==> src/logic/etdm_defines.svh <==
`ifndef ETDM_DEFINES_SVH
`define ETDM_DEFINES_SVH
// descriptor layout and addressing
`define ETDM_W1_OFS      32'h0000_0004
`define ETDM_DESC_STRIDE 32'h0000_0008
`define ETDM_WORD_MASK   32'hffff_fffc
`define ETDM_BIT_USED    31
`define ETDM_BIT_WRAP    30
`define ETDM_BIT_RETRY   29
`define ETDM_BIT_UNDR    28
`define ETDM_BIT_EXH     27
`define ETDM_RSV_MSB     26
`define ETDM_BIT_NOCRC   16
`define ETDM_BIT_LAST    15
`define ETDM_LEN_MSB     10
// frame padding: pad to this count, the mac then appends four crc bytes
`define ETDM_PAD_MIN     7'h3c
`define ETDM_CNT_SAT     7'h7f
`define ETDM_QDEPTH      1024
`define ETDM_QIDX_W      10
`endif

==> src/logic/etdm_pkg.sv <==
`default_nettype none
package etdm_pkg;
  typedef enum logic [3:0] {
    ST_IDLE,
    ST_RD_CTRL,
    ST_RD_ADDR,
    ST_RD_DATA,
    ST_OUT,
    ST_PAD,
    ST_END,
    ST_RESULT,
    ST_ERR,
    ST_WB
  } etdm_state_t;
endpackage
`default_nettype wire

==> src/logic/etdm_qptr.sv <==
`include "etdm_defines.svh"
`default_nettype none
module etdm_qptr #(
  parameter int IDX_W = `ETDM_QIDX_W,
  parameter int DEPTH = `ETDM_QDEPTH
) (
  input  wire logic             clk_i,         // system clock
  input  wire logic             rst_i,         // sync reset, high
  input  wire logic             load_i,        // new list base written
  input  wire logic [31:0]      base_i,        // new list base
  input  wire logic             start_i,       // back to list start
  input  wire logic             adv_i,         // step to next descriptor
  input  wire logic             wrap_i,        // current descriptor is last in list
  input  wire logic             restore_i,     // back to saved index
  input  wire logic [IDX_W-1:0] restore_idx_i, // saved index
  output logic      [IDX_W-1:0] idx_o,         // current index
  output logic      [31:0]      addr_o         // current descriptor address
);
  logic [IDX_W-1:0] idx_r;
  logic [IDX_W-1:0] idx_nxt;
  logic [31:0]      base_r;
  logic [31:0]      base_nxt;
  logic [31:0]      addr_nxt;
  wire              at_top = (idx_r == IDX_W'(DEPTH - 1));

  assign base_nxt = load_i ? base_i : base_r;
  always_comb
  begin
    idx_nxt = idx_r;
    if (load_i || start_i)
      idx_nxt = '0;
    else if (restore_i)
      idx_nxt = restore_idx_i;
    else if (adv_i)
      idx_nxt = (wrap_i || at_top) ? '0 : idx_r + IDX_W'(1);
  end
  assign addr_nxt = base_nxt + 32'(idx_nxt) * `ETDM_DESC_STRIDE;

  always_ff @(posedge clk_i)
  begin
    if (rst_i)
    begin
      idx_r  <= '0;
      base_r <= '0;
      addr_o <= '0;
    end
    else
    begin
      idx_r  <= idx_nxt;
      base_r <= base_nxt;
      addr_o <= addr_nxt;
    end
  end
  assign idx_o = idx_r;
endmodule
`default_nettype wire

==> src/logic/etdm_top.sv <==
// Operation
// - buffer lengths 0 to 2047 bytes accepted, zero length included.
// - descriptor is two words: buffer byte address, then control and status.
// - with crc appended, frame is padded to reach 64 bytes total.
// - no-crc bit in last buffer suppresses crc and pad for frame.
// - last-buffer bit ends frame; low eleven bits give buffer length.
// - used bit must be clear to send; set in first buffer after send.
// - control word written back to first descriptor with used and status.
// - status bits flag retry limit, underrun and buffers exhausted mid-frame.
// - wrap bit returns fetch to list start; rollover after 1024 descriptors.
// - writing list pointer resets queue pointer to new list start.
// - transmit disable resets queue pointer to list start.
// - start command sets transmit-active; repeating it is harmless.
// - transmit-active clears on disable, used fetch, pointer write, halt, error.
// - halt waits until the frame in progress has finished.
// - collision restarts the frame from its first descriptor.
// - used bit mid-frame is an error: stop, phy error, bad fcs.
// - transmit error resets queue pointer to list start.
// - used bit at frame start stops but keeps the queue pointer.
// - pause enabled with pause active holds off new frames.
`include "etdm_defines.svh"
`default_nettype none
module etdm_top
  import etdm_pkg::*;
#(
  parameter int QDEPTH = `ETDM_QDEPTH
) (
  input  wire logic        REF_CLK_I,          // system clock
  input  wire logic        RST_I,              // sync reset, high
  input  wire logic        TX_ENABLE_I,        // transmit enable level
  input  wire logic        TX_START_I,         // start write pulse
  input  wire logic        TX_HALT_I,          // halt write pulse
  input  wire logic        TBQP_WR_I,          // list pointer write pulse
  input  wire logic [31:0] TBQP_DATA_I,        // list pointer value
  input  wire logic        PAUSE_EN_I,         // pause enable setting
  input  wire logic        PAUSE_ACTIVE_I,     // pause time non-zero
  input  wire logic        TX_DONE_I,          // mac: frame sent pulse
  input  wire logic        TX_COLLISION_I,     // mac: collision pulse
  input  wire logic        TX_RETRY_LIMIT_I,   // mac: retry limit pulse
  input  wire logic        TX_LATE_I,          // mac: data came too late
  input  wire logic        TX_BYTE_READY_I,    // mac takes byte
  output logic      [7:0]  TX_BYTE_O,          // frame byte
  output logic             TX_BYTE_VALID_O,    // frame byte valid
  output logic             TX_FRAME_END_O,     // frame end pulse
  output logic             TX_ADD_CRC_O,       // with end: append crc
  output logic             TX_BAD_FCS_O,       // with end: corrupt fcs
  output logic             PHY_TX_ERROR_O,     // phy_tx_error_signal pulse
  output logic             TX_GO_O,            // transmit-active flag
  output logic      [31:0] TX_QUEUE_PTR_O,     // current descriptor address
  output logic             MEM_REQ_O,          // memory request
  output logic             MEM_WE_O,           // memory write
  output logic      [31:0] MEM_ADDR_O,         // memory byte address
  output logic      [31:0] MEM_WDATA_O,        // memory write data
  input  wire logic        MEM_ACK_I,          // memory done
  input  wire logic        MEM_ERR_I,          // memory bus error, with ack
  input  wire logic [31:0] MEM_RDATA_I         // memory read data
);
  localparam int IW = `ETDM_QIDX_W;

  etdm_state_t st_r, st_nxt;
  logic [31:0] ctrl_r, ctrl_nxt, first_ctrl_r, first_ctrl_nxt;
  logic [31:0] first_addr_r, first_addr_nxt, baddr_r, baddr_nxt, data_r, data_nxt;
  logic [IW-1:0] first_idx_r, first_idx_nxt;
  logic [`ETDM_LEN_MSB:0] rem_r, rem_nxt;
  logic [6:0]  cnt_r, cnt_nxt;
  logic        first_buf_r, first_buf_nxt, word_ok_r, word_ok_nxt, err_r, err_nxt;
  logic [2:0]  stat_r, stat_nxt;
  logic        go_nxt, req_nxt, we_nxt, valid_nxt, end_nxt, crc_nxt, bad_nxt, perr_nxt;
  logic [31:0] addr_nxt, wdata_nxt;
  logic [7:0]  byte_nxt;
  logic        q_start, q_adv, q_restore, stop_used, tx_err;
  logic [IW-1:0] q_idx;
  logic [31:0] q_addr;

  wire ack      = MEM_REQ_O & MEM_ACK_I;
  wire rd_used  = MEM_RDATA_I[`ETDM_BIT_USED];
  wire paused   = PAUSE_EN_I & PAUSE_ACTIVE_I;
  wire active   = (st_r == ST_RD_CTRL) || (st_r == ST_RD_ADDR) || (st_r == ST_RD_DATA) ||
                  (st_r == ST_OUT) || (st_r == ST_PAD) || (st_r == ST_END) || (st_r == ST_RESULT);
  wire take     = ~TX_BYTE_VALID_O | TX_BYTE_READY_I;
  wire add_crc  = ~ctrl_r[`ETDM_BIT_NOCRC];
  wire [7:0] sel_byte = data_r[{baddr_r[1:0], 3'b000} +: 8];
  wire [6:0] cnt_inc  = (cnt_r == `ETDM_CNT_SAT) ? cnt_r : cnt_r + 7'h1;
  wire [31:0] wb_word = {1'b1, first_ctrl_r[`ETDM_BIT_WRAP], stat_r, first_ctrl_r[`ETDM_RSV_MSB:0]};

  etdm_qptr #(
    .IDX_W (IW),
    .DEPTH (QDEPTH)
  ) u_qptr (
    .clk_i         (REF_CLK_I),
    .rst_i         (RST_I),
    .load_i        (TBQP_WR_I),
    .base_i        (TBQP_DATA_I),
    .start_i       (q_start),
    .adv_i         (q_adv),
    .wrap_i        (ctrl_r[`ETDM_BIT_WRAP]),
    .restore_i     (q_restore),
    .restore_idx_i (first_idx_r),
    .idx_o         (q_idx),
    .addr_o        (q_addr)
  );

  // set wins over every clear except disable, which also stops the walker
  always_comb
  begin
    if (!TX_ENABLE_I)
      go_nxt = 1'b0;
    else if (TX_START_I)
      go_nxt = 1'b1;
    else if (TBQP_WR_I || TX_HALT_I || stop_used || tx_err)
      go_nxt = 1'b0;
    else
      go_nxt = TX_GO_O;
  end

  always_comb
  begin
    st_nxt = st_r;
    ctrl_nxt = ctrl_r;
    first_ctrl_nxt = first_ctrl_r;
    first_addr_nxt = first_addr_r;
    first_idx_nxt = first_idx_r;
    baddr_nxt = baddr_r;
    data_nxt = data_r;
    rem_nxt = rem_r;
    cnt_nxt = cnt_r;
    first_buf_nxt = first_buf_r;
    word_ok_nxt = word_ok_r;
    err_nxt = err_r;
    stat_nxt = stat_r;
    req_nxt = MEM_REQ_O & ~MEM_ACK_I;
    we_nxt = MEM_WE_O;
    addr_nxt = MEM_ADDR_O;
    wdata_nxt = MEM_WDATA_O;
    valid_nxt = TX_BYTE_VALID_O & ~TX_BYTE_READY_I;
    byte_nxt = TX_BYTE_O;
    end_nxt = 1'b0;
    crc_nxt = TX_ADD_CRC_O;
    bad_nxt = TX_BAD_FCS_O;
    perr_nxt = 1'b0;
    q_start = 1'b0;
    q_adv = 1'b0;
    q_restore = 1'b0;
    stop_used = 1'b0;
    tx_err = 1'b0;
    if (!TX_ENABLE_I || TBQP_WR_I)
    begin
      st_nxt = ST_IDLE;
      q_start = ~TX_ENABLE_I;
      req_nxt = 1'b0;
      valid_nxt = 1'b0;
    end
    else if (active && TX_COLLISION_I)
    begin
      st_nxt = ST_RD_CTRL;
      q_restore = 1'b1;
      req_nxt = 1'b0;
      valid_nxt = 1'b0;
      cnt_nxt = '0;
      first_buf_nxt = 1'b1;
    end
    else if (active && ack && MEM_ERR_I)
    begin
      st_nxt = ST_ERR;
      stat_nxt = 3'b010;
    end
    else
    begin
      case (st_r)
        ST_IDLE:
          // halt only lowers the flag, so a running frame always completes here first
          if (TX_GO_O && !paused)
          begin
            st_nxt = ST_RD_CTRL;
            first_idx_nxt = q_idx;
            first_addr_nxt = q_addr;
            first_buf_nxt = 1'b1;
            cnt_nxt = '0;
            stat_nxt = '0;
            err_nxt = 1'b0;
          end
        ST_RD_CTRL:
          if (!MEM_REQ_O)
          begin
            req_nxt = 1'b1;
            we_nxt = 1'b0;
            addr_nxt = q_addr + `ETDM_W1_OFS;
          end
          else if (ack && rd_used && first_buf_r)
          begin
            st_nxt = ST_IDLE;
            stop_used = 1'b1;
          end
          else if (ack && rd_used)
          begin
            st_nxt = ST_ERR;
            stat_nxt = 3'b011;
          end
          else if (ack)
          begin
            st_nxt = ST_RD_ADDR;
            ctrl_nxt = MEM_RDATA_I;
            if (first_buf_r)
              first_ctrl_nxt = MEM_RDATA_I;
          end
        ST_RD_ADDR:
          if (!MEM_REQ_O)
          begin
            req_nxt = 1'b1;
            addr_nxt = q_addr;
          end
          else if (ack)
          begin
            st_nxt = ST_OUT;
            baddr_nxt = MEM_RDATA_I;
            rem_nxt = ctrl_r[`ETDM_LEN_MSB:0];
            word_ok_nxt = 1'b0;
          end
        ST_RD_DATA:
          if (!MEM_REQ_O)
          begin
            req_nxt = 1'b1;
            addr_nxt = baddr_r & `ETDM_WORD_MASK;
          end
          else if (ack)
          begin
            st_nxt = ST_OUT;
            data_nxt = MEM_RDATA_I;
            word_ok_nxt = 1'b1;
          end
        ST_OUT:
          if (take)
          begin
            if (rem_r == '0)
            begin
              q_adv = 1'b1;
              first_buf_nxt = 1'b0;
              if (!ctrl_r[`ETDM_BIT_LAST])
                st_nxt = ST_RD_CTRL;
              else if (add_crc && cnt_r < `ETDM_PAD_MIN)
                st_nxt = ST_PAD;
              else
                st_nxt = ST_END;
            end
            else if (!word_ok_r)
              st_nxt = ST_RD_DATA;
            else
            begin
              valid_nxt = 1'b1;
              byte_nxt = sel_byte;
              rem_nxt = rem_r - 11'h1;
              baddr_nxt = baddr_r + 32'h0000_0001;
              cnt_nxt = cnt_inc;
              if (baddr_r[1:0] == 2'b11)
                word_ok_nxt = 1'b0;
            end
          end
        ST_PAD:
          if (take)
          begin
            if (cnt_r < `ETDM_PAD_MIN)
            begin
              valid_nxt = 1'b1;
              byte_nxt = 8'h00;
              cnt_nxt = cnt_inc;
            end
            else
              st_nxt = ST_END;
          end
        ST_END:
          if (take)
          begin
            st_nxt = ST_RESULT;
            end_nxt = 1'b1;
            crc_nxt = add_crc;
            bad_nxt = 1'b0;
          end
        ST_RESULT:
          if (TX_DONE_I)
            st_nxt = ST_WB;
          else if (TX_RETRY_LIMIT_I || TX_LATE_I)
          begin
            st_nxt = ST_WB;
            err_nxt = 1'b1;
            tx_err = 1'b1;
            stat_nxt = {TX_RETRY_LIMIT_I, TX_LATE_I, 1'b0};
          end
        ST_ERR:
          if (take)
          begin
            st_nxt = ST_WB;
            end_nxt = 1'b1;
            bad_nxt = 1'b1;
            crc_nxt = 1'b0;
            perr_nxt = 1'b1;
            err_nxt = 1'b1;
            tx_err = 1'b1;
            req_nxt = 1'b0;
          end
        ST_WB:
          if (!MEM_REQ_O)
          begin
            req_nxt = 1'b1;
            we_nxt = 1'b1;
            addr_nxt = first_addr_r + `ETDM_W1_OFS;
            wdata_nxt = wb_word;
          end
          else if (ack)
          begin
            st_nxt = ST_IDLE;
            we_nxt = 1'b0;
            q_start = err_r | MEM_ERR_I;
          end
        default:
          st_nxt = ST_IDLE;
      endcase
    end
  end

  always_ff @(posedge REF_CLK_I)
  begin
    if (RST_I)
    begin
      st_r <= ST_IDLE;
      {ctrl_r, first_ctrl_r, first_addr_r, baddr_r, data_r} <= '0;
      {first_idx_r, rem_r, cnt_r, stat_r} <= '0;
      {first_buf_r, word_ok_r, err_r} <= '0;
      {TX_GO_O, MEM_REQ_O, MEM_WE_O, MEM_ADDR_O, MEM_WDATA_O} <= '0;
      {TX_BYTE_O, TX_BYTE_VALID_O, TX_FRAME_END_O, TX_ADD_CRC_O, TX_BAD_FCS_O, PHY_TX_ERROR_O} <= '0;
    end
    else
    begin
      st_r <= st_nxt;
      {ctrl_r, first_ctrl_r, first_addr_r, baddr_r, data_r} <=
        {ctrl_nxt, first_ctrl_nxt, first_addr_nxt, baddr_nxt, data_nxt};
      {first_idx_r, rem_r, cnt_r, stat_r} <= {first_idx_nxt, rem_nxt, cnt_nxt, stat_nxt};
      {first_buf_r, word_ok_r, err_r} <= {first_buf_nxt, word_ok_nxt, err_nxt};
      {TX_GO_O, MEM_REQ_O, MEM_WE_O, MEM_ADDR_O, MEM_WDATA_O} <= {go_nxt, req_nxt, we_nxt, addr_nxt, wdata_nxt};
      {TX_BYTE_O, TX_BYTE_VALID_O, TX_FRAME_END_O, TX_ADD_CRC_O, TX_BAD_FCS_O, PHY_TX_ERROR_O} <=
        {byte_nxt, valid_nxt, end_nxt, crc_nxt, bad_nxt, perr_nxt};
    end
  end
  assign TX_QUEUE_PTR_O = q_addr;

  wire ctrl_ack = (st_r == ST_RD_CTRL) && ack && !MEM_ERR_I && TX_ENABLE_I && !TBQP_WR_I && !TX_COLLISION_I;
endmodule
`default_nettype wire

==> config.mk <==
export PLATFORM = sky130hd
export DESIGN_NAME = etdm_top
export DESIGN_NICKNAME = d
export VERILOG_FILES = /design/src/logic/etdm_pkg.sv /design/src/logic/etdm_qptr.sv /design/src/logic/etdm_top.sv
export VERILOG_INCLUDE_DIRS = /design/src /design/src/logic
export SDC_FILE = /design/constraint.sdc
export NUM_CORES = 1
export LEC_CHECK = 0
export ABC_CLOCK_PERIOD_IN_PS = 4200
export BUFFER_PORTS_ARGS = -buffer_cell sky130_fd_sc_hd__buf_2
export CORE_ASPECT_RATIO = 0.75
export CORE_MARGIN = 2
export CORE_UTILIZATION = 41
export DETAILED_ROUTE_END_ITERATION = 10
export PLACE_DENSITY_LB_ADDON = 0.05
export SLEW_MARGIN = 15
export SYNTH_ARGS = -nofsm -noshare
export SYNTH_HDL_FRONTEND = slang
export SYNTH_SLANG_ARGS = --single-unit
==> constraint.sdc <==
create_clock -name REF_CLK_I -period 4.2 [get_ports REF_CLK_I]
set_clock_uncertainty 0.2 [all_clocks]
set_input_delay 0.42 -clock REF_CLK_I [delete_from_list [all_inputs] [get_ports REF_CLK_I]]
set_output_delay 0.42 -clock REF_CLK_I [all_outputs]
set_load 0.03 [all_outputs]
==> flow_metrics.env <==
export IMPL_crit_required_ns=4.42
export IMPL_coreArea_um2=39400
export IMPL_num_vias=16165
export IMPL_yosys_most_used_dff="dfxtp_1"
export IMPL_clk_path_buf_depth=3
export IMPL_overflow=0
export IMPL_holdWs_ns=0.0133
export IMPL_synth_seq_cells=327
export IMPL_powerDensity_nw_per_um2=342
export IMPL_syn_nets=2187
export IMPL_final_cell_mix="nand2_1 (427), dfxtp_1 (324), a21oi_1 (257), buf_2 (189), nor2_1 (184)"
export IMPL_cts_tree="yes"
export IMPL_ir_drop_v=0.000252
export IMPL_die_w_um=234
export IMPL_wirelength_um=59200
export IMPL_critPathTopFamily="simple AND/OR/NAND/NOR gates"
export IMPL_holdCritPathClass="primary input to flop"
export IMPL_crit_chain="buf_6, nor3_4, o31ai_4, buf_4, or4_4, buf_12, nor3b_4, o21bai_1, a211oi_2, ha_1, nor2b_2, o21a_1, o21a_1, o21ai_4, a211oi_2, mux2_4, or3_1"
export IMPL_drv_cap=0
export IMPL_cp_data_arrival_time_ns=4.46
export IMPL_ys_seq_area_share_pct=40.1
export IMPL_report_final_hold_viol_count=0
export IMPL_fmaxAchievable_ghz=0.236
export IMPL_fin_nets=2435
export IMPL_htreeDepth=2
export IMPL_period_needed_ns=4.24
export IMPL_status="complete, but fails checks"
export IMPL_n_antenna_cell=0
export IMPL_via_per_inst=5.61
export IMPL_start_kind="flop"
export IMPL_place_gp_congestion=0.924
export IMPL_r2r_start="st_r[0]$_SDFFE_PP0P_"
export IMPL_grt_pass1_wl_um=88900
export IMPL_dp_hpwl_um=42500
export IMPL_yosys_cell_types_count=85
export IMPL_cp_end_kind="flop"
export IMPL_grt_setup_unrepaired="true"
export IMPL_critical_path_class="flop to flop"
export IMPL_worst_pin_slew_ns=1.07
export IMPL_route_detailed_drc=0
export IMPL_clock_latency_ns=0.54
export IMPL_drive_gt1_share_pct=19.4
export IMPL_area_growth_pct=23.7
export IMPL_num_rows=63
export IMPL_cts_made_buffers=37
export IMPL_avgSynthCellArea_um2=7.81
export IMPL_crit_start="st_r[0]$_SDFFE_PP0P_"
export IMPL_place_area_um2=18300
export IMPL_ant_nets=0
export IMPL_start_util_pct=41.4
export IMPL_dieArea_um2=41500
export IMPL_synth_edff_count=0
export IMPL_finish_instance_area_um2=20200
export IMPL_boundaryPins=191
export IMPL_fin_crit_sh_pct=101
export IMPL_slew_headroom_pct=28.6
export IMPL_critPathMaxFanout=5
export IMPL_cts_root_buffer_cell="clkbuf_16"
export IMPL_first_pass_iters=5
export IMPL_die_h_um=177
export IMPL_path_buf_inv=3
export IMPL_clock_sinks=327
export IMPL_async_reset_ff_share_pct=0
export IMPL_worstHoldStart="MEM_RDATA_I[16]"
export IMPL_drtIter0Drc=1563
export IMPL_finalPower_mw=6.90
export IMPL_leakagePower_nw=7.57
export IMPL_layout_commonest_cell="nand2_1"
export IMPL_yosysWarnings=0
export IMPL_grt_use_total_pct=27.7
export IMPL_pre_cts_slack_ns=-0.266
export IMPL_synth_area_um2=16300
export IMPL_slew_viol_final=0
export IMPL_finalSetupViolations=1
export IMPL_fillers=3921
export IMPL_portBuffers=190
export IMPL_critPathMaxStageDelay_ns=0.55
export IMPL_path_clk_slew_ns=0.06
export IMPL_grt_max_degree=79
export IMPL_finish_utilization_pct=51.2
export IMPL_violations="setup timing"
export IMPL_grt_pass1_vias=14664
export IMPL_avgRoutedWirePerCell_um=20.5
export IMPL_syn_inst=2091
export IMPL_finalWorstSetupSlack_ns=-0.0394
export IMPL_critical_path_slowest_cell="or4_4"
export IMPL_grt_antenna_before_repair=0
[metrics by stage]
stage,cells,TNS [ns]
3_3_place_gp,2766,-0.442
5_1_grt,2881,-0.767
3_5_place_dp,2766,-1.11
4_1_cts,2866,0
2_1_floorplan,2091,0
6_report,2881,-0.0394
[synth_stat cells (14+ instances only)]
library cell  instances  area, um2
and3_1               23        144
nor3_1               53        265
nor4_1               15       93.8
nand3_1              77        385
xor2_1               29        254
clkbuf_1            111        417
xnor2_1              23        201
buf_2                18       90.1
a211oi_1             40        300
a21oi_1             260       1300
dfxtp_1             327       6550
mux2i_1              73        731
and2_1               14       87.6
nor2b_1              27        169
ha_1                 16        200
o211ai_1             14        105
or3_1                17        106
o21ai_0              76        380
nand2_1             428       1610
nor2_1              185        694
nand2b_1             22        138
inv_1                19       71.3
[cells by family (layout without fill, tap and decap cells)]
group                      Yosys count  in the layout  share of synthesized area (%)
adders and majority gates           17             17                           1.35
DFF                                327            327                           40.1
AOI/OAI and AO/OA                  509            509                           18.9
xor gates and xnor gates            52             52                           2.79
and+or+nand+nor                    928            928                           26.2
buffers and inverters              164            434                           4.18
muxes                               94             94                           6.47
[report_power, final]
| group | total (mW) | switching, mW | internal [mW] |
|---|---|---|---|
| logic | 0.477 | 0.298 | 0.179 |
| clock network | 3.22 | 1.31 | 1.92 |
| registers | 3.20 | 0.0551 | 3.14 |
| total | 6.90 | 1.66 | 5.24 |
[sequential cells by signal, indices dropped and copies added (netlist names), 3 cells and up]
name and flops:
first_ctrl_r 28, u_qptr.idx_o 10, u_qptr.addr_o 29, rem_r 11
MEM_WDATA_O 32, TX_BYTE_O 8, ctrl_r 14, data_r 32
MEM_ADDR_O 32, first_addr_r 32, u_qptr.base_r 32, stat_r 3
first_idx_r 10, baddr_r 32, st_r 4, cnt_r 7
[metal layers]
metal  global-route usage, %  share of wire, %  up-vias
li1                        -                 -     7841
met1                    43.2                50     7721
met2                    38.4                41      527
met3                    5.46               7.3       76
met4                    6.29               2.0        0
met5                       0                 0        -
[final timing paths]
check / slack (ns) / depth (start not counted) / endpoint
worst max-delay path: -0.04 / 17 / u_qptr.addr_o[19]$_SDFF_PP0_
worst min-delay path: 0.01 / 3 / first_ctrl_r[16]$_SDFFE_PP0P_
worst max register to register: -0.04 / 17 / u_qptr.addr_o[19]$_SDFF_PP0_
worst min register to register: 0.25 / 2 / first_ctrl_r[24]$_SDFFE_PP0P_
[tightest hold or removal path, stage by stage]
cell	delay [ns]
buf_2	0.16
nand2_1	0.07
a21oi_1	0.05
[cell type report]
| cell class | instances | area, um2 | share of cell area (%) |
|---|---|---|---|
| inverters | 19 | 71.3 | 0.353 |
| clock inverters | 7 | 98.8 | 0.489 |
| multi-input cells | 1600 | 9410 | 46.6 |
| clock buffers | 54 | 1090 | 5.40 |
| repair buffers | 354 | 2320 | 11.5 |
| flip-flops and latches | 327 | 6550 | 32.4 |
| well taps | 520 | 651 | 3.22 |
[repair_timing]
item | CTS | global route
gates resized for setup | 9 | 43
endpoints found under the setup margin | 13 | 18
buffers inserted | 2 | 17
pin swaps | 7 | 20
hold buffers | 37 | 0
endpoints found under the hold margin | 67 | 0
(Power assumes the default switching activity.)
